**src/cmp_pkg.sv**
```systemverilog
/*
  Constants for the compare-match PWM stage: register indices, reset
  values, field positions and encodings.
  Assumes byte address = 4 x register index on an AXI4-Lite bus.
*/
package cmp_pkg;
  localparam int ADDR_W = 12;
  localparam int IDX_W = 10;
  // Register indices; byte address is four times the index
  localparam logic [IDX_W-1:0] IDX_MODE = 10'h120;
  localparam logic [IDX_W-1:0] IDX_CCR1 = 10'h121;
  localparam logic [IDX_W-1:0] IDX_STAT = 10'h123;
  localparam logic [IDX_W-1:0] IDX_IOR0 = 10'h124;
  localparam logic [IDX_W-1:0] IDX_IOR1 = 10'h125;
  localparam logic [IDX_W-1:0] IDX_CNT = 10'h126;
  localparam logic [IDX_W-1:0] IDX_GRA = 10'h128;
  // Reset values
  localparam logic [7:0] RST_MODE = 8'h00;
  localparam logic [7:0] RST_CCR1 = 8'h00;
  localparam logic [7:0] RST_IOR = 8'h88;
  localparam logic [15:0] RST_GR = 16'hFFFF;
  localparam logic [15:0] RST_CNT = 16'h0000;
  // Bits that always read as one
  localparam logic [7:0] ONES_IOR0 = 8'h80;
  localparam logic [7:0] ONES_IOR1 = 8'h88;
  // Mode register fields
  localparam int MODE_BFC = 4;
  localparam int MODE_BFD = 5;
  localparam int MODE_RUN = 7;
  // Counter control fields
  localparam int CCR1_SRC_LO = 4;
  localparam int CCR1_CLEAR_ON_PERIOD_MATCH = 7;
  // I/O control fields
  localparam int IOR_ACT_LO = 0;
  localparam int IOR_MODE_LO = 2;
  localparam int IOR_ACT_HI = 4;
  localparam int IOR_MODE_HI = 6;
  localparam int STAT_W = 5;
  localparam int DIV_W = 5;
  localparam logic [15:0] CNT_MAX = 16'hFFFF;
  localparam logic [1:0] RESP_OKAY = 2'h0;
  localparam logic [1:0] RESP_SLVERR = 2'h2;
  typedef enum logic [2:0] {
    SRC_F1 = 3'b000, SRC_F2 = 3'b001, SRC_F4 = 3'b010, SRC_F8 = 3'b011,
    SRC_F32 = 3'b100, SRC_EXT = 3'b101, SRC_OSC = 3'b110, SRC_RSV = 3'b111
  } cmp_src_e;
  typedef enum logic [1:0] {
    ACT_NONE = 2'b00, ACT_LOW = 2'b01, ACT_HIGH = 2'b10, ACT_TOGGLE = 2'b11
  } cmp_act_e;
endpackage : cmp_pkg

```
**src/cmp_pwm_top.sv**
```systemverilog
/*
  Compare-match and PWM waveform stage of a 16-bit timer with an
  AXI4-Lite register slave.
  Assumes ext and oscillator inputs are synchronous to clk.
*/
// The AXI4-Lite register port is this design's own decision.
// How it works
// - Channel C action field: none, low, high or toggle on C match.
// - Channel D action field bits 5:4, same encoding, on D match.
// - Bits 3 and 7 of the C/D control register read as one.
// - Initial-level bits give each pin its level until first match.
// - Count source: f1,f2,f4,f8,f32, ext rising edge, fast osc.
// - Clear-select 0 free-runs outside PWM; 1 or any PWM mode clears counter on A match.
// - Writing counter control drives waveform pins to initial level.
// - Compare regs A..D drive pins A..D, C/D when unbuffered.
// - Buffered C feeds next A value; buffered D feeds next B.
// - PWM on pins B,C,D; A sets period, pin A not driven.
// - PWM period m+1, inactive n+1, active m-n cycles.
// - Run bit starts and stops; pins and counter hold on stop.
// - Match on A..D and counter overflow raise request flags.
// - Counter readable and writable by software at any time.
// - PWM active level chosen per pin, opposite to initial level.
// - PWM: buffered C holds next period, buffered D next B point.
// - PWM: B, unbuffered C and D hold change points.
// - Change point equal to period never alters the pin.
// - Free-running counter wraps after 65,536 ticks.
// - Channels A and B share the four-way action encoding.
// - On stop compare pins keep level and counter keeps value.
`timescale 1ns/100ps
module cmp_pwm_top
  import cmp_pkg::*;
(
  input wire logic clk,
  input wire logic nrst,
  input wire logic [ADDR_W-1:0] s_axi_awaddr,
  input wire logic s_axi_awvalid,
  output logic s_axi_awready,
  input wire logic [31:0] s_axi_wdata,
  input wire logic [3:0] s_axi_wstrb,
  input wire logic s_axi_wvalid,
  output logic s_axi_wready,
  output logic [1:0] s_axi_bresp,
  output logic s_axi_bvalid,
  input wire logic s_axi_bready,
  input wire logic [ADDR_W-1:0] s_axi_araddr,
  input wire logic s_axi_arvalid,
  output logic s_axi_arready,
  output logic [31:0] s_axi_rdata,
  output logic [1:0] s_axi_rresp,
  output logic s_axi_rvalid,
  input wire logic s_axi_rready,
  input wire logic extCountInput,
  input wire logic fastOnchipOscClock,
  output logic wavePinA,
  output logic wavePinB,
  output logic wavePinC,
  output logic wavePinD,
  output logic wavePinAOe,
  output logic wavePinBOe,
  output logic wavePinCOe,
  output logic wavePinDOe,
  output logic [STAT_W-1:0] matchFlags
);

  function automatic logic isMapped(input logic [IDX_W-1:0] idx);
    isMapped = (idx == IDX_MODE) || (idx == IDX_CCR1) || (idx == IDX_STAT) ||
      (idx == IDX_IOR0) || (idx == IDX_IOR1) || (idx == IDX_CNT) ||
      (idx >= IDX_GRA && idx <= IDX_GRA + 10'h003);
  endfunction : isMapped

  function automatic logic [15:0] merge16(input logic [15:0] old,
    input logic [31:0] data, input logic [3:0] strb);
    merge16 = old;
    if (strb[0])
      merge16[7:0] = data[7:0];
    if (strb[1])
      merge16[15:8] = data[15:8];
  endfunction : merge16

  function automatic logic applyAct(input logic [1:0] act, input logic cur);
    case (act)
      ACT_LOW: applyAct = 1'b0;
      ACT_HIGH: applyAct = 1'b1;
      ACT_TOGGLE: applyAct = ~cur;
      default: applyAct = cur;
    endcase
  endfunction : applyAct

  logic awHave_q, wHave_q, awReady_q, wReady_q, bValid_q, arReady_q, rValid_q;
  logic [1:0] bResp_q, rResp_q;
  logic [31:0] rData_q, wData_q, rdMux;
  logic [3:0] wStrb_q;
  logic [IDX_W-1:0] wIdx_q, rIdx;
  logic awHaveD, wHaveD, rValidD, wrGo;
  logic [7:0] mode_q, ccr1_q, ior0_q, ior1_q;
  logic [STAT_W-1:0] stat_q, events;
  logic [15:0] cnt_q;
  logic [15:0] gr_q [4];
  logic [DIV_W-1:0] div_q;
  logic extPrev_q, oscPrev_q, tick, run, anyPwm, clrOnA, clrNow;
  logic wrMode, wrCcr1, wrStat, wrIor0, wrIor1, wrCnt;
  logic [3:0] match, init, pwmPin, ocPin, oeD, hasOwn, modeSel;
  logic [3:0] pinLvl_q, pinOe_q;
  logic [1:0] act [4];

  // Bus slave: address and data taken in either order
  assign wrGo = awHave_q & wHave_q & ~bValid_q;
  assign awHaveD = (awHave_q & ~wrGo) | (s_axi_awvalid & awReady_q);
  assign wHaveD = (wHave_q & ~wrGo) | (s_axi_wvalid & wReady_q);
  assign rValidD = (rValid_q & ~s_axi_rready) | (s_axi_arvalid & arReady_q);
  assign rIdx = s_axi_araddr[ADDR_W-1:2];

  always_ff @(posedge clk or negedge nrst) begin
    if (!nrst)
    begin
      awHave_q <= 1'b0;
      wHave_q <= 1'b0;
      awReady_q <= 1'b0;
      wReady_q <= 1'b0;
      wIdx_q <= '0;
      wData_q <= '0;
      wStrb_q <= '0;
    end
    else
    begin
      awHave_q <= awHaveD;
      wHave_q <= wHaveD;
      awReady_q <= ~awHaveD;
      wReady_q <= ~wHaveD;
      if (s_axi_awvalid & awReady_q)
        wIdx_q <= s_axi_awaddr[ADDR_W-1:2];
      if (s_axi_wvalid & wReady_q)
      begin
        wData_q <= s_axi_wdata;
        wStrb_q <= s_axi_wstrb;
      end
    end
  end

  always_ff @(posedge clk or negedge nrst) begin
    if (!nrst)
    begin
      bValid_q <= 1'b0;
      bResp_q <= RESP_OKAY;
    end
    else if (wrGo)
    begin
      bValid_q <= 1'b1;
      bResp_q <= isMapped(wIdx_q) ? RESP_OKAY : RESP_SLVERR;
    end
    else if (s_axi_bready)
      bValid_q <= 1'b0;
  end

  always_comb begin
    rdMux = '0;
    if (rIdx == IDX_MODE)
      rdMux[7:0] = mode_q;
    else if (rIdx == IDX_CCR1)
      rdMux[7:0] = ccr1_q;
    else if (rIdx == IDX_STAT)
      rdMux[STAT_W-1:0] = stat_q;
    else if (rIdx == IDX_IOR0)
      rdMux[7:0] = ior0_q | ONES_IOR0;
    else if (rIdx == IDX_IOR1)
      rdMux[7:0] = ior1_q | ONES_IOR1;
    else if (rIdx == IDX_CNT)
      rdMux[15:0] = cnt_q;
    else if (rIdx >= IDX_GRA && rIdx <= IDX_GRA + 10'h003)
      rdMux[15:0] = gr_q[rIdx[1:0]];
  end

  always_ff @(posedge clk or negedge nrst) begin
    if (!nrst)
    begin
      arReady_q <= 1'b0;
      rValid_q <= 1'b0;
      rData_q <= '0;
      rResp_q <= RESP_OKAY;
    end
    else
    begin
      arReady_q <= ~rValidD;
      rValid_q <= rValidD;
      if (s_axi_arvalid & arReady_q)
      begin
        rData_q <= rdMux;
        rResp_q <= isMapped(rIdx) ? RESP_OKAY : RESP_SLVERR;
      end
    end
  end

  assign wrMode = wrGo & (wIdx_q == IDX_MODE) & wStrb_q[0];
  assign wrCcr1 = wrGo & (wIdx_q == IDX_CCR1) & wStrb_q[0];
  assign wrStat = wrGo & (wIdx_q == IDX_STAT) & wStrb_q[0];
  assign wrIor0 = wrGo & (wIdx_q == IDX_IOR0) & wStrb_q[0];
  assign wrIor1 = wrGo & (wIdx_q == IDX_IOR1) & wStrb_q[0];
  assign wrCnt = wrGo & (wIdx_q == IDX_CNT);

  // Control registers; counter control is not locked while running
  always_ff @(posedge clk or negedge nrst) begin
    if (!nrst)
    begin
      mode_q <= RST_MODE;
      ccr1_q <= RST_CCR1;
      ior0_q <= RST_IOR;
      ior1_q <= RST_IOR;
    end
    else
    begin
      if (wrMode)
        mode_q <= wData_q[7:0];
      if (wrCcr1)
        ccr1_q <= wData_q[7:0];
      if (wrIor0)
        ior0_q <= wData_q[7:0] & ~ONES_IOR0;
      if (wrIor1)
        ior1_q <= wData_q[7:0] & ~ONES_IOR1;
    end
  end

  // Count source ticks
  always_ff @(posedge clk or negedge nrst) begin
    if (!nrst)
    begin
      div_q <= '0;
      extPrev_q <= 1'b0;
      oscPrev_q <= 1'b0;
    end
    else
    begin
      div_q <= div_q + 5'h01;
      extPrev_q <= extCountInput;
      oscPrev_q <= fastOnchipOscClock;
    end
  end

  always_comb begin
    case (cmp_src_e'(ccr1_q[CCR1_SRC_LO +: 3]))
      SRC_F1: tick = 1'b1;
      SRC_F2: tick = &div_q[0:0];
      SRC_F4: tick = &div_q[1:0];
      SRC_F8: tick = &div_q[2:0];
      SRC_F32: tick = &div_q[4:0];
      SRC_EXT: tick = extCountInput & ~extPrev_q;
      SRC_OSC: tick = fastOnchipOscClock & ~oscPrev_q;
      default: tick = 1'b0;
    endcase
  end

  assign run = mode_q[MODE_RUN];
  assign anyPwm = |mode_q[2:0];
  assign clrOnA = ccr1_q[CCR1_CLEAR_ON_PERIOD_MATCH] | anyPwm;
  assign clrNow = tick & run & clrOnA & match[0];
  assign hasOwn = {~mode_q[MODE_BFD], ~mode_q[MODE_BFC], 2'b11};
  assign init = ccr1_q[3:0];
  assign act[0] = ior0_q[IOR_ACT_LO +: 2];
  assign act[1] = ior0_q[IOR_ACT_HI +: 2];
  assign act[2] = ior1_q[IOR_ACT_LO +: 2];
  assign act[3] = ior1_q[IOR_ACT_HI +: 2];
  assign modeSel = {ior1_q[IOR_MODE_HI], ior1_q[IOR_MODE_LO],
    ior0_q[IOR_MODE_HI], ior0_q[IOR_MODE_LO]};
  assign pwmPin = {mode_q[2:0], 1'b0} & hasOwn;
  assign events = {tick & run & (cnt_q == CNT_MAX) & ~clrNow, match};

  // Counter: a clear coinciding with a software write wins
  always_ff @(posedge clk or negedge nrst) begin
    if (!nrst)
      cnt_q <= RST_CNT;
    else if (clrNow)
      cnt_q <= RST_CNT;
    else if (wrCnt)
      cnt_q <= merge16(cnt_q, wData_q, wStrb_q);
    else if (tick & run)
      cnt_q <= cnt_q + 16'h0001;
  end

  // Sticky flags, write 0 clears; a new event wins over the clear
  always_ff @(posedge clk or negedge nrst) begin
    if (!nrst)
      stat_q <= '0;
    else if (wrStat)
      stat_q <= (stat_q & wData_q[STAT_W-1:0]) | events;
    else
      stat_q <= stat_q | events;
  end

  always_ff @(posedge clk or negedge nrst) begin
    if (!nrst)
      matchFlags <= '0;
    else
      matchFlags <= stat_q;
  end

  genvar i;
  generate
    for (i = 0; i < 4; i++)
    begin : g_ch
      assign match[i] = tick & run & (cnt_q == gr_q[i]);
      // Pin A yields to PWM period use
      assign ocPin[i] = (act[i] != ACT_NONE) & ~modeSel[i] & hasOwn[i] &
        ~(i == 0 && anyPwm);
      assign oeD[i] = pwmPin[i] | ocPin[i];

      // Buffer transfer beats a same-cycle software write
      always_ff @(posedge clk or negedge nrst) begin
        if (!nrst)
          gr_q[i] <= RST_GR;
        else if (i == 0 && mode_q[MODE_BFC] && match[0])
          gr_q[i] <= gr_q[2];
        else if (i == 1 && mode_q[MODE_BFD] && match[1])
          gr_q[i] <= gr_q[3];
        else if (wrGo && wIdx_q == IDX_GRA + 10'(i))
          gr_q[i] <= merge16(gr_q[i], wData_q, wStrb_q);
      end

      always_ff @(posedge clk or negedge nrst) begin
        if (!nrst)
        begin
          pinLvl_q[i] <= 1'b0;
          pinOe_q[i] <= 1'b0;
        end
        else
        begin
          pinOe_q[i] <= oeD[i];
          if (wrCcr1)
            pinLvl_q[i] <= wData_q[i];
          else if (pwmPin[i])
          begin
            // Inactive level is the initial level
            if (match[i] && gr_q[i] != gr_q[0])
              pinLvl_q[i] <= ~init[i];
            else if (match[0])
              pinLvl_q[i] <= init[i];
          end
          else if (ocPin[i] && match[i])
            pinLvl_q[i] <= applyAct(act[i], pinLvl_q[i]);
        end
      end
    end
  endgenerate

  assign s_axi_awready = awReady_q;
  assign s_axi_wready = wReady_q;
  assign s_axi_bvalid = bValid_q;
  assign s_axi_bresp = bResp_q;
  assign s_axi_arready = arReady_q;
  assign s_axi_rvalid = rValid_q;
  assign s_axi_rdata = rData_q;
  assign s_axi_rresp = rResp_q;
  assign wavePinA = pinLvl_q[0];
  assign wavePinB = pinLvl_q[1];
  assign wavePinC = pinLvl_q[2];
  assign wavePinD = pinLvl_q[3];
  assign wavePinAOe = pinOe_q[0];
  assign wavePinBOe = pinOe_q[1];
  assign wavePinCOe = pinOe_q[2];
  assign wavePinDOe = pinOe_q[3];

endmodule : cmp_pwm_top

```
**config.mk**
```make
export PLATFORM = sky130hd
export DESIGN_NAME = cmp_pwm_top
export DESIGN_NICKNAME = d
export VERILOG_FILES = /design/src/cmp_pkg.sv /design/src/cmp_pwm_top.sv
export SDC_FILE = /design/constraint.sdc
export NUM_CORES = 1
export LEC_CHECK = 0
export ABC_CLOCK_PERIOD_IN_PS = 3300
export BUFFER_PORTS_ARGS = -buffer_cell sky130_fd_sc_hd__buf_2
export CAP_MARGIN = 5
export CORE_MARGIN = 5
export CORE_UTILIZATION = 35
export CTS_BUF_LIST = sky130_fd_sc_hd__clkbuf_8
export DETAILED_ROUTE_END_ITERATION = 7
export GPL_TIMING_DRIVEN = 0
export PLACE_DENSITY_LB_ADDON = 0.25
export RECOVER_POWER = 100
export SLEW_MARGIN = 20
export SYNTH_ARGS = -nofsm -noshare
export SYNTH_HDL_FRONTEND = slang
export SYNTH_SLANG_ARGS = --single-unit
```
**constraint.sdc**
```tcl
create_clock -name clk -period 3.3 [get_ports clk]
set_input_delay 0.33 -clock clk [delete_from_list [all_inputs] [get_ports clk]]
set_output_delay 0.33 -clock clk [all_outputs]
set_load 0.005 [all_outputs]
```
; ---- Yosys cells after proc, flatten, opt, wreduce, memory -nomap -nowiden
; Cells that the tools add are included.
[word_totals]
regBits = 190
out_inout_bits = 54
elab_cells = 287
[classes]
n_addsub = 2
magnitude_cmp = 5
eq_ne = 48
muxes = 53
bitwise = 73
reduce_logical = 66
[ops]
columns = operator, count
row1 = 16-bit two-way mux, 11
row2 = 10-bit by 9-bit equality test with 1-bit output (second input constant), 16
row3 = 8-bit two-way mux, 10
row4 = 16-bit equality test, 4
row5 = 16-bit != test, 3
row6 = 1-bit AND, 37
row7 = 16-bit binary-select mux with 2-bit select, 1
row8 = 1-bit inverter, 23
row9 = 2-bit AND reduction, 11
row10 = 2-bit nonzero test, 11
row11 = 1-bit two-way mux, 21
row12 = 10-bit by 9-bit greater-or-equal comparator with 1-bit output (second input constant), 2
row13 = 10-bit by 9-bit less-or-equal comparator with 1-bit output (second input constant), 2
row14 = 5-bit nonzero test, 4
row15 = 16-bit by 1-bit adder with 16-bit output (second input constant), 1
row16 = 16-bit equality test (second input constant), 1
row17 = 2-bit equality test (second input constant), 8
row18 = 1-bit logical AND, 15
row19 = 3-bit AND reduction, 5
row20 = 3-bit nonzero test, 5
row21 = 1-bit logical OR, 12
row22 = 4-bit by 3-bit != test with 1-bit output (second input constant), 3
row23 = 1-bit case mux with 3 select lines, 4
row24 = 11-bit two-way mux, 1
row25 = other kinds (18), 36

; ---- Longest topological paths before layout
; Gate-level depths: netlist of run 1.
[depth]
word_depth = 11
ltp_mapped = 12
ltp_nobuf = 10

; ---- Least setup slack after synthesis of run 1
; Ideal clock, no wire load.
[synth_path]
path_kind = reg-to-reg
start = reg ccr1_q[5]
end = reg pinLvl_q[1], in the netlist wavePinB
setup_ps = 125
t_arrival_ps = 2340
t_required_ps = 3175
path_slack_ps = 835
path_stages_with_launch = 8
path_buffers = 1
period_less_slack_ps = 2465
cell_sequence = dfrtp_1 -> buf_2 -> or3b_2 -> o2111ai_1 -> o2111ai_1 -> or2_2 -> o311ai_0 -> mux2_2
[synth_via]
elab_chain_len = 8
elab_cells_between_ends = 19
classes_between = eq/ne (7) / mux (4) / bitwise (3) / reduce/logical (5)
[synth_rtl]
columns = item, line_no
row1 = from (decl), cmp_pwm_top.sv:95  ; logic [7:0] mode_q, ccr1_q, ior0_q, ior1_q;
row2 = from (signal assigned), cmp_pwm_top.sv:214  ; ccr1_q <= wData_q[7:0];
row3 = "3-bit equality test, or another cell as far along", cmp_pwm_top.sv:239  ; case (cmp_src_e'(ccr1_q[CCR1_SRC_LO +: 3]))
row4 = 1-bit case mux with 7 select lines (*), cmp_pwm_top.sv:239
row5 = 1-bit AND (*), cmp_pwm_top.sv:299  ; assign match[i] = tick & run & (cnt_q == gr_q[i]);
row6 = 1-bit AND, cmp_pwm_top.sv:299
row7 = 1-bit logical AND, cmp_pwm_top.sv:331  ; if (match[i] && gr_q[i] != gr_q[0])
row8 = 1-bit two-way mux, cmp_pwm_top.sv:331
row9 = 1-bit two-way mux, cmp_pwm_top.sv:328  ; else if (pwmPin[i])
row10 = 1-bit two-way mux, cmp_pwm_top.sv:326  ; if (wrCcr1)
row11 = "to (signal, indexed assignment)", cmp_pwm_top.sv:327  ; pinLvl_q[i] <= wData_q[i];
row12 = "to (signal, indexed assignment)", cmp_pwm_top.sv:332  ; pinLvl_q[i] <= ~init[i];
row13 = "to (signal, indexed assignment)", cmp_pwm_top.sv:334  ; pinLvl_q[i] <= init[i];
row14 = to (decl), cmp_pwm_top.sv:103  ; logic [3:0] pinLvl_q, pinOe_q;
; Every way passes the cells marked *; elsewhere a longest branch is shown, timed or not.
; A chain may end at the register's enable or synchronous reset.

; ---- Final worst setup path of run 1
[layout_path]
start = reg cnt_q[7]
end = reg pinLvl_q[1], in the netlist wavePinB
[layout_via]
elab_chain_len = 6
elab_cells_between_ends = 12
classes_between = eq/ne (3) / mux (3) / bitwise (2) / reduce/logical (4)
[layout_rtl]
columns = item, line_no
row1 = from (decl), cmp_pwm_top.sv:97  ; logic [15:0] cnt_q;
row2 = from (signal assigned), cmp_pwm_top.sv:273  ; cnt_q <= merge16(cnt_q, wData_q, wStrb_q);
row3 = from (signal assigned), cmp_pwm_top.sv:275  ; cnt_q <= cnt_q + 16'h0001;
row4 = 16-bit equality test, cmp_pwm_top.sv:299
row5 = 1-bit AND, cmp_pwm_top.sv:299
row6 = 1-bit logical AND, cmp_pwm_top.sv:331
row7 = 1-bit two-way mux, cmp_pwm_top.sv:331
row8 = 1-bit two-way mux, cmp_pwm_top.sv:328
row9 = 1-bit two-way mux, cmp_pwm_top.sv:326
; Several ways; a longest one is shown, not always the timed one.

==> impl_results.md, run 1 <==
* Run status: complete, but fails checks
* Failing checks: capacitance limit, slew limit
* RSZ-0062 raised after global routing: no
* Synth top area cells: dfrtp_1 28%, dfstp_2 16%, mux2_2 8.6%
* Yosys cell types at 70
* Fin cells at 1577
* Final cycle utilization of the critical path at 0.9531
* Top cell types by occurrence after synthesis: 122 x dfrtp_1, 86 x nand2_1, 82 x mux2_2
* Critical-path maximum fanout at 9
* Io pins at 123
* Top_reg_cell synth: dfrtp_1
* Initial Util at 0.3533
* Placed insts at roughly 1.5k
* Fmax at between 0.3 and 0.4 GHz
* Max VDD drop at 0.2904 mV
* Startpoint types: register
* TritonCTS Sinks at ~190
* Top cell type's share of synthesized area at 0.2833
* Antenna Cells at 0
* Core ar. at 30510 µm²
* Required @ worst endpoint at approximately 3.7 ns
* Seq/Total Area, Yosys at 0.4417
* Max Cap Viol at 1
* Largest net degree at the start of global routing at 80
* Crit. End Element: register
* Gr usage total at 0.1999
* Dpl hpwl at ~25 mm
* Gr ovfl total at 0
* Top Layer Used: met4
* Crit Path Category: register to register
* Gpl congestion at 0.9329
* Fin crit period at approximately 3.1 ns
* FF+latch count, synth at ~190
* CTS Buf Count at 17
* Power per cell area at 473.2 nW/µm²
* Layout cells sized above 1 at 0.2625
* M1 WL at 15.14 mm
* Most common cell in the netlist: dfrtp_1
* Met2 wire length at around 16 mm
* # rows at 64
* CTS H-tree lvls at 4
* Async SR Flop Fraction at 1.000
* Slew headroom at -0.4259
* Vias in the first global route at 8528
* Die width at 185.5 µm
* P&R area growth vs syn at 12.63%
* Antenna Nets Post-Route at 0
* First-pass GRT wire length at 51.76 mm
* Clk_lat worst skew at approximately 0.50 ns
* Clock Root Buffer: clkbuf_8
* CTS tree: done
* Syn Area/Cell at approximately 10 µm²
* Initial antenna violation count at 0
* Cell taking the most area after synthesis: dfrtp_1
* Die area at ~34000 µm²
* Post-DR vias/cell at 5.288
* Ys Warns at 0
* Netlist Area Pre-Place at roughly 11000 µm²
* Overall Power at between 0.005 and 0.006 W
* Leak at 5.254 nW
* PortBufs at 80
* Final setup fails at 0
* Register area at 4761 µm²
* DR WL met3 at between 1.5 and 2 mm
* Synthesized instance count at 1049
* Final Skew at 0.01684 ns
* DRT Pass-1 Iters at 8
* Initial drt markers at a little over 600
* Footprint of the multi-input gates at ~5500 µm²
* Fin nets at roughly 1.2k
* Die span in y at about 190 µm
* CP Data Arrival Time at ~3.5 ns
* Clock-pin slew on the worst setup and hold paths at 0.11 ns
* Min-delay worst type: primary input to register
* Layout fillers at between 3k and 4k
* Slew @ Worst Pin at between 2 and 2.5 ns
* Via Count at ~8.3k
* Pins Over Slew Limit at 37
* Final hold vios at 0
* Routed len/inst at about 21 µm
* Clk buf depth at 2
* # DRC at 0
* EDFF count, synth at 0
* Overall routed net length at around 34 mm
-- cells by family after synthesis --
family                     Yosys count  synth area share
other                                1         0.0003479
adders and majority gates            7          0.008126
xor gates and xnor gates           116           0.09426
buffers and inverters              117           0.05247
AOI/OAI and AO/OA                  171           0.09380
and+or+nand+nor                    314            0.1549
DFF                                187            0.4417
muxes                              136            0.1544
-- flip-flops by register name, summed over array words and instances (netlist names), 7 cells and up --
signal	count
gr_q	64
cnt_q	16
s_axi_rdata	16
wData_q	16
wIdx_q	10
ccr1_q	8
mode_q	8
ior0_q	7
-- cells in the final DEF (no fill, tap or decap), types with 4 or more instances in the layout --
cell type / instances
o2bb2ai_1: 4
and2_1: 8
and3_1: 13
nand2_1: 86
clkbuf_1: 84
and2b_2: 5
nand3b_1: 5
clkbuf_2: 4
dlygate4sd3_1: 5
nor2_1: 72
or2_2: 9
dfstp_2: 65
inv_1: 17
mux2_2: 80
mux4_2: 16
o21ai_0: 50
ha_1: 7
a31oi_1: 9
nor3_1: 12
conb_1: 18
inv_6: 5
nand3_1: 12
nor2b_1: 16
nand2b_1: 8
dfrtp_1: 122
clkbuf_8: 17
nor4_1: 17
nor3b_1: 6
a21oi_1: 71
buf_6: 4
xor2_1: 48
buf_4: 19
buf_2: 64
xnor2_1: 68
nand4_1: 22
a221oi_1: 9
a21o_1: 4
mux2i_1: 38
-- final cells by class --
cell class                 count  share of cell area
multi-input combinational    762              0.4533
sequential                   187              0.3922
tap                          396             0.04082
buffer                        97             0.03917
timing repair buffer          86             0.03731
clock buffer                  17             0.01927
clock inverter                15             0.01268
inverter                      17            0.005257
-- power breakdown --
part           switching [W]  internal, W
clock               0.000972     0.000563
sequential          0.000382      0.00259
combinational       0.000745     0.000493
-- worst max-delay path: stages, from the launching register on --
cell and delay [ns]:
dfrtp_1 0.33, clkbuf_1 0.52, xor2_1 0.14, nor4_1 0.43, nand4_1 0.32, or2_2 0.38
o311ai_0 0.49, mux2_2 0.40
-- what timing repair did --
action | in CTS | in global routing
buffers inserted | 0 | 0
hold endpoints to repair | 38 | 0
hold buffers | 4 | 0
endpoints found under the setup margin | 33 | 25
resized for setup | 2 | 4
-- final timing paths --
kind	from	to	slack, ns	cells after the start
setup reg to reg	cnt_q[7]$_DFFE_PN0P_	wavePinB$_DFFE_PN0P_	0.15	7
min in group asynchronous	nrst	wData_q[12]$_DFFE_PN0P_	0.99	2
setup / recovery	cnt_q[7]$_DFFE_PN0P_	wavePinB$_DFFE_PN0P_	0.15	7
hold / removal	s_axi_rready	s_axi_rvalid$_DFF_PN0_	0.05	2
max in group asynchronous	nrst	ccr1_q[7]$_DFFE_PN0P_	0.69	3
hold reg to reg	stat_q[4]$_DFF_PN0_	matchFlags[4]$_DFF_PN0_	0.47	0
-- through the flow --
stage,util,worst slack (ns),hold WS (ns),TNS (ns),cell area [µm²]
3_5_place_dp,0.3869,-0.1522,0.2294,-3.050,11800
3_3_place_gp,0.3847,-1.262,0.4291,-159.61,11740
4_1_cts,0.4013,0.05314,0.01399,0,12240
2_1_floorplan,-,0.8348,0.03441,0,10840
6_report,0.3979,0.1548,0.04709,0,12140
5_1_grt,0.3979,0.01868,0.02699,0,12140
-- per-layer routing --
| metal | up-vias | GRT usage |
|---|---|---|
| met4 | 0 | 0.06635 |
| met1 | 4135 | 0.2766 |
| met5 | - | 0 |
| li1 | 3868 | - |
| met3 | 49 | 0.03459 |
| met2 | 287 | 0.3193 |
(Power assumes the default switching activity.)
==> inputs of run 2 (changes only) <==
Settings changed: BUFFER_PORTS_ARGS -buffer_cell sky130_fd_sc_hd__buf_2 to -buffer_cell sky130_fd_sc_hd__buf_4.
==> impl_results.md, run 2 (synthesis results as in run 1) <==
* CP max stage delay at 0.53 ns (was 0.52 ns)
* Clock-pin slew on the worst setup and hold paths at 0.11 ns (about the same)
* Max VDD drop at 0.2513 mV (was 0.2904 mV)
* Commonest non-fill, non-tap cell in the layout: dfrtp_1 (unchanged)
* Crit. End Element: register (unchanged)
* Max Cap Viol at 1 (unchanged)
* Slew @ Worst Pin at 2.406 ns (was 2.139 ns)
* Max FFs per register at 64 (unchanged)
* Routed len/inst at 21.41 µm (was 21.35 µm)
* CP Data Arrival Time at 3.58 ns (was 3.52 ns)
* Min-delay worst type: primary input to register (unchanged)
* Power per cell area at 480.7 nW/µm² (was 473.2 nW/µm²)
* Hold EP: s_axi_rvalid$_DFF_PN0_ (unchanged)
* CP top delay family: simple AND/OR/NAND/NOR gates (unchanged)
* Vias in the first global route at 8374 (was 8528)
* Gr ovfl total at 0 (unchanged)
* Largest net degree at the start of global routing at 97 (was 80)
* TritonCTS Sinks at 187 (unchanged)
* Post CTS Setup Buffer Count at 0 (unchanged)
* Most used cell along the critical path: clkbuf_1
* Slew headroom at -0.6038 (was -0.4259)
* Io pins at 123 (unchanged)
* Critical-path maximum fanout at 10 (was 9)
* Layout fillers at 3022 (was 3068)
* Initial antenna violation count at 2 (was 0)
* DRT Pass-1 Iters at 5 (was 8)
* Run status: complete, but fails checks (unchanged)
* Fmax at 0.3162 GHz (was 0.3179 GHz)
* Placed instance area at 12000 µm² (was 11800 µm²)
* RSZ-0062 raised after global routing: no (unchanged)
* R2R Setup Slk at 0.14 ns (was 0.15 ns)
* CTS tree: done (unchanged)
* Initial drt markers at 709 (was 612)
* Clock Root Buffer: clkbuf_8 (unchanged)
* Die area at 34400 µm² (unchanged)
* Die width at 185.5 µm (unchanged)
* Overall routed net length at 33.76 mm (was 33.67 mm)
* Fin cells at 1577 (unchanged)
* PortBufs at 80 (unchanged)
* RR Startpoint: gr_q[49]$_DFFE_PN1P_ (was cnt_q[7]$_DFFE_PN0P_)
* Gpl congestion at 0.9341 (was 0.9329)
* Layout cells sized above 1 at 0.2786 (was 0.2625)
* Fin nets at 1244 (unchanged)
* Most frequent cells in the layout: 122 x dfrtp_1, 86 x nand2_1, 80 x mux2_2 (was 122 x dfrtp_1, 86 x nand2_1, 84 x clkbuf_1)
* Overall Power at 0.005962 W (was 0.005744 W)
* CTS Buf Count at 17 (unchanged)
* Register area at 4761 µm² (unchanged)
* Fin crit period at 3.163 ns (was 3.145 ns)
* Startpoint types: register (unchanged)
* Slowest CP cell: dfstp_2 (was clkbuf_1)
* Final setup fails at 0 (unchanged)
* # DRC at 0 (unchanged)
* CTS H-tree lvls at 4 (unchanged)
* Largest register by flop count: gr_q (unchanged)
* Final instance area at 12400 µm² (was 12140 µm²)
* Hold depth at 2 (unchanged)
* Final Skew at 0.01696 ns (was 0.01684 ns)
* P&R area growth vs syn at 15.08% (was 12.63%)
* First-pass GRT wire length at 51.39 mm (was 51.76 mm)
* # rows at 64 (unchanged)
* Leak at 5.381 nW (was 5.254 nW)
* Die span in y at 185.5 µm (unchanged)
* Antenna Nets Post-Route at 0 (unchanged)
* Gr usage total at 0.1999 (about the same)
* Clk_lat worst skew at 0.50 ns (about the same)
* R2R cell count at 10 (was 7)
* Buf/Inv on CP at 3 (was 1)
* Clk buf depth at 2 (unchanged)
* Initial Util at 0.3533 (unchanged)
* Post-DR vias/cell at 5.300 (was 5.288)
* Via Count at 8358 (was 8339)
* Final hold vios at 0 (unchanged)
* Pins Over Slew Limit at 92 (was 37)
* Required @ worst endpoint at 3.71 ns (was 3.68 ns)
* Dpl hpwl at 24.94 mm (was 25.06 mm)
* Hold Crit Start: s_axi_rready (unchanged)
* Cell-by-cell trace of the critical path: clkbuf_1 > xnor2_1 > nand4_1 > nor4_4 > nand2b_2 > or2_2 > clkbuf_1 > clkbuf_1 > nor2_1 > a21oi_1 (was clkbuf_1 > xor2_1 > nor4_1 > nand4_1 > or2_2 > o311ai_0 > mux2_2)
* Worst R2R End: gr_q[56]$_DFFE_PN1P_ (was wavePinB$_DFFE_PN0P_)
* Core ar. at 30510 µm² (unchanged)
* Failing checks: capacitance limit, slew limit (unchanged)
* Placed insts at 1544 (unchanged)
* Antenna Cells at 0 (unchanged)
* Final cycle utilization of the critical path at 0.9584 (was 0.9531)
* Footprint of the multi-input gates at 5505 µm² (was 5503 µm²)
* Crit Path Category: register to register (unchanged)
-- run 2: what timing repair did --
action                                 in CTS  in global routing
setup endpoints to repair                  43                 36
pin swaps                                   0                  0
endpoints found under the hold margin      76                  0
cloned                                      0                  0
hold buffers                                4                  0
resized for setup                           2                  4
-- run 2: cell type report --
cell class                 instances  share of cell area
buffer                            97             0.03833
timing repair buffer              86             0.05427
multi-input combinational        762              0.4439
sequential                       187              0.3838
inverter                          17            0.005145
clock buffer                      17             0.01886
tap                              396             0.03995
clock inverter                    15             0.01574
-- run 2: worst max-delay path by stage --
stage | from | cells after the start | slack (ns) | endpoint
finish | gr_q[49]$_DFFE_PN1P_ | 10 | 0.14 | gr_q[56]$_DFFE_PN1P_
global route | wIdx_q[7]$_DFFE_PN0P_ | 9 | 0.00006 | cnt_q[7]$_DFFE_PN0P_
CTS | gr_q[51]$_DFFE_PN1P_ | 10 | 0.009 | gr_q[56]$_DFFE_PN1P_
detailed placement | gr_q[58]$_DFFE_PN1P_ | 10 | -0.20 | gr_q[56]$_DFFE_PN1P_
global placement | gr_q[58]$_DFFE_PN1P_ | 10 | -0.20 | gr_q[59]$_DFFE_PN1P_
floorplan | ccr1_q[5]$_DFFE_PN0P_ | 7 | 0.83 | wavePinB$_DFFE_PN0P_
-- run 2: power by group --
group,total (W),switching [W],internal [W]
registers,0.00298,0.000392,0.00259
clock network,0.00170,0.000981,0.000716
logic,0.00128,0.000750,0.000534
total,0.00596,0.00212,0.00384
-- run 2: per-layer routing --
metal	wire length, µm	GRT usage	part of all wire	vias to the layer above
met1	15150	0.2793	0.45	4161
met4	995	0.07046	0.029	0
met3	1925	0.03557	0.057	50
li1	-	-	-	3880
met5	0	0	0	-
met2	15690	0.3136	0.46	267
-- run 2: through the flow --
stage	hold WS [ns]	util	setup slack (ns)	TNS (ns)
2_1_floorplan	0.03441	-	0.8348	0
3_3_place_gp	0.4312	0.3913	-0.2026	-4.252
3_5_place_dp	0.3844	0.3933	-0.2002	-3.279
4_1_cts	0.003754	0.4090	0.009158	0
5_1_grt	0.02485	0.4065	0.00005862	0
6_report	0.03216	0.4065	0.1373	0
==> inputs of run 3 (changes only) <==
Settings changed: MAX_ROUTING_LAYER set to met4.
==> impl_results.md, run 3 (synthesis results as in run 1) <==
* Clk_lat worst skew at 0.50 ns (about the same)
* P_sw at 0.002053 W (was 0.002123 W)
* Post-DR vias/cell at 5.341 (was 5.300)
* Slew @ Worst Pin at 2.407 ns (was 2.406 ns)
* Slew headroom at -0.6045 (was -0.6038)
* TritonCTS Sinks at 187 (unchanged)
* Logic pwr share at 0.215 (about the same)
* Final hold vios at 0 (unchanged)
* Die span in y at 185.5 µm (unchanged)
* Clock Root Buffer: clkbuf_8 (unchanged)
* Gpl congestion at 0.9858 (was 0.9341)
* Hold depth at 2 (unchanged)
* Crit Path Category: register to register (unchanged)
* PortBufs at 80 (unchanged)
* Initial Util at 0.3533 (unchanged)
* Dpl hpwl at 24.98 mm (was 24.94 mm)
* Largest net degree at the start of global routing at 96 (was 97)
* CTS H-tree lvls at 4 (unchanged)
* Initial drt markers at 601 (was 709)
* RR Startpoint: wIdx_q[7]$_DFFE_PN0P_ (was gr_q[49]$_DFFE_PN1P_)
* Max FFs per register at 64 (unchanged)
* Critical-path maximum fanout at 8 (was 10)
* Most frequent cells in the layout: 122 x dfrtp_1, 86 x nand2_1, 81 x mux2_2 (was 122 x dfrtp_1, 86 x nand2_1, 80 x mux2_2)
* CTS Buf Count at 17 (unchanged)
* Routed len/inst at 21.52 µm (was 21.41 µm)
* Core ar. at 30510 µm² (unchanged)
* Leak at 5.352 nW (was 5.381 nW)
* Die width at 185.5 µm (unchanged)
* Fin nets at 1243 (was 1244)
* P&R area growth vs syn at 14.75% (was 15.08%)
* Min-delay worst type: primary input to register (unchanged)
* CTS tree: done (unchanged)
* First-pass GRT wire length at 51.60 mm (was 51.39 mm)
* Antenna Nets Post-Route at 0 (unchanged)
* Gr ovfl total at 0 (unchanged)
* Commonest non-fill, non-tap cell in the layout: dfrtp_1 (unchanged)
* Via Count at 8417 (was 8358)
* Final cycle utilization of the critical path at 0.9515 (was 0.9584)
* R2R cell count at 6 (was 10)
* Fin crit period at 3.140 ns (was 3.163 ns)
* Clock network power share at 0.280 (was 0.285)
* Die area at 34400 µm² (unchanged)
* CP Data Arrival Time at 3.50 ns (was 3.58 ns)
* Final setup fails at 0 (unchanged)
* Hold Crit Start: s_axi_rready (unchanged)
* Clk buf depth at 2 (unchanged)
* Run status: complete, but fails checks (unchanged)
* R2R Setup Slk at 0.16 ns (was 0.14 ns)
* Pins Over Slew Limit at 93 (was 92)
* Cell Int Power at 0.003854 W (was 0.003839 W)
* Max Cap Viol at 1 (unchanged)
* Fmax at 0.3185 GHz (was 0.3162 GHz)
* # rows at 64 (unchanged)
* RSZ-0062 raised after global routing: no (unchanged)
* Required @ worst endpoint at 3.66 ns (was 3.71 ns)
* Overall routed net length at 33.91 mm (was 33.76 mm)
* Power per cell area at 477.6 nW/µm² (was 480.7 nW/µm²)
* Antenna Cells at 0 (unchanged)
* Final Skew at 0.01765 ns (was 0.01696 ns)
* Failing checks: capacitance limit, slew limit (unchanged)
* # DRC at 0 (unchanged)
* Clock-pin slew on the worst setup and hold paths at 0.11 ns (about the same)
* Total negative slack at 0 ns (unchanged)
* Sw Ratio at 0.3475 (was 0.3561)
* Pre-CTS setup slack at -0.1633 ns (was -0.2002 ns)
* Io pins at 123 (unchanged)
* Worst setup margin at 0.1601 ns (was 0.1373 ns)
* Flop pwr share at 0.505 (was 0.500)
* Worst R2R End: cnt_q[8]$_DFFE_PN0P_ (was gr_q[56]$_DFFE_PN1P_)
* DRT Pass-1 Iters at 5 (unchanged)
* Vias in the first global route at 8416 (was 8374)
* Max VDD drop at 0.2836 mV (was 0.2513 mV)
* Crit. End Element: register (unchanged)
* Initial antenna violation count at 0 (was 2)
* Hold EP: s_axi_rvalid$_DFF_PN0_ (unchanged)
* Gr usage total at 0.2058 (was 0.1999)
* Startpoint types: register (unchanged)
* Largest register by flop count: gr_q (unchanged)
* Layout cells sized above 1 at 0.2780 (was 0.2786)
run 3: worst max-delay path, cell delays in order (launching register included):
cell       delay [ns]
dfrtp_1          0.40
or4b_1           0.59
nor4_4           0.36
nand3_1          0.53
nand2b_1         0.47
nor2_1           0.16
a2111oi_2        0.47
run 3: what timing repair did:
item,4_1_cts,5_1_grt
pin swaps,0,0
endpoints found under the hold margin,60,0
setup endpoints to repair,41,29
gates resized for setup,2,7
setup buffers,0,0
hold buffers,4,0
cloned,0,0
run 3: cell type report:
class,instances,area (µm²)
Sequential cell,187,4761
Multi-Input combinational cell,762,5503
Buffer,97,476.7
Timing Repair Buffer,85,650.6
Tap cell,396,495.5
Clock inverter,13,156.4
Fill cell,3023,18140
Clock buffer,19,261.5
Inverter,17,63.81
run 3: how the worst max path moves through the flow:
| stage | start | endpoint | slack (ns) | depth (start not counted) |
|---|---|---|---|---|
| floorplan | ccr1_q[5]$_DFFE_PN0P_ | wavePinB$_DFFE_PN0P_ | 0.83 | 7 |
| global placement | gr_q[58]$_DFFE_PN1P_ | gr_q[49]$_DFFE_PN1P_ | -0.14 | 10 |
| detailed placement | gr_q[58]$_DFFE_PN1P_ | gr_q[61]$_DFFE_PN1P_ | -0.16 | 10 |
| CTS | gr_q[49]$_DFFE_PN1P_ | gr_q[48]$_DFFE_PN1P_ | 0.04 | 10 |
| global route | gr_q[53]$_DFFE_PN1P_ | gr_q[59]$_DFFE_PN1P_ | 0.001 | 10 |
| finish | wIdx_q[7]$_DFFE_PN0P_ | cnt_q[8]$_DFFE_PN0P_ | 0.16 | 6 |
run 3: per-layer routing:
metal | GRT usage | vias up | part of all wire
met4 | 0.06342 | 0 | 0.024
li1 | - | 3867 | -
met2 | 0.3196 | 293 | 0.47
met1 | 0.2762 | 4206 | 0.45
met3 | 0.03654 | 51 | 0.056
met5 | - | - | 0
run 3: power groups by stage:
stage | registers [W] | logic [W] | clock network [W]
after global routing | 0.00301 | 0.00138 | 0.00178
after CTS | 0.00298 | 0.00130 | 0.00170
after floorplan | 0.00282 | 0.000799 | 0
final | 0.00298 | 0.00127 | 0.00165
after global placement | 0.00301 | 0.00128 | 0
after detailed placement | 0.00301 | 0.00129 | 0
run 3: through the flow:
step | hold WS (ns) | instance area, µm² | util | power, W | cells
after floorplan | 0.03441 | 10840 | - | 0.003614 | 1066
after global routing | 0.02696 | 12370 | 0.4054 | 0.006182 | 1576
final | 0.04311 | 12370 | 0.4054 | 0.005907 | 1576
after detailed placement | 0.4131 | 11970 | 0.3924 | 0.004309 | 1543
after CTS | 0.01475 | 12440 | 0.4077 | 0.005971 | 1578
after global placement | 0.4303 | 11940 | 0.3913 | 0.004292 | 1542
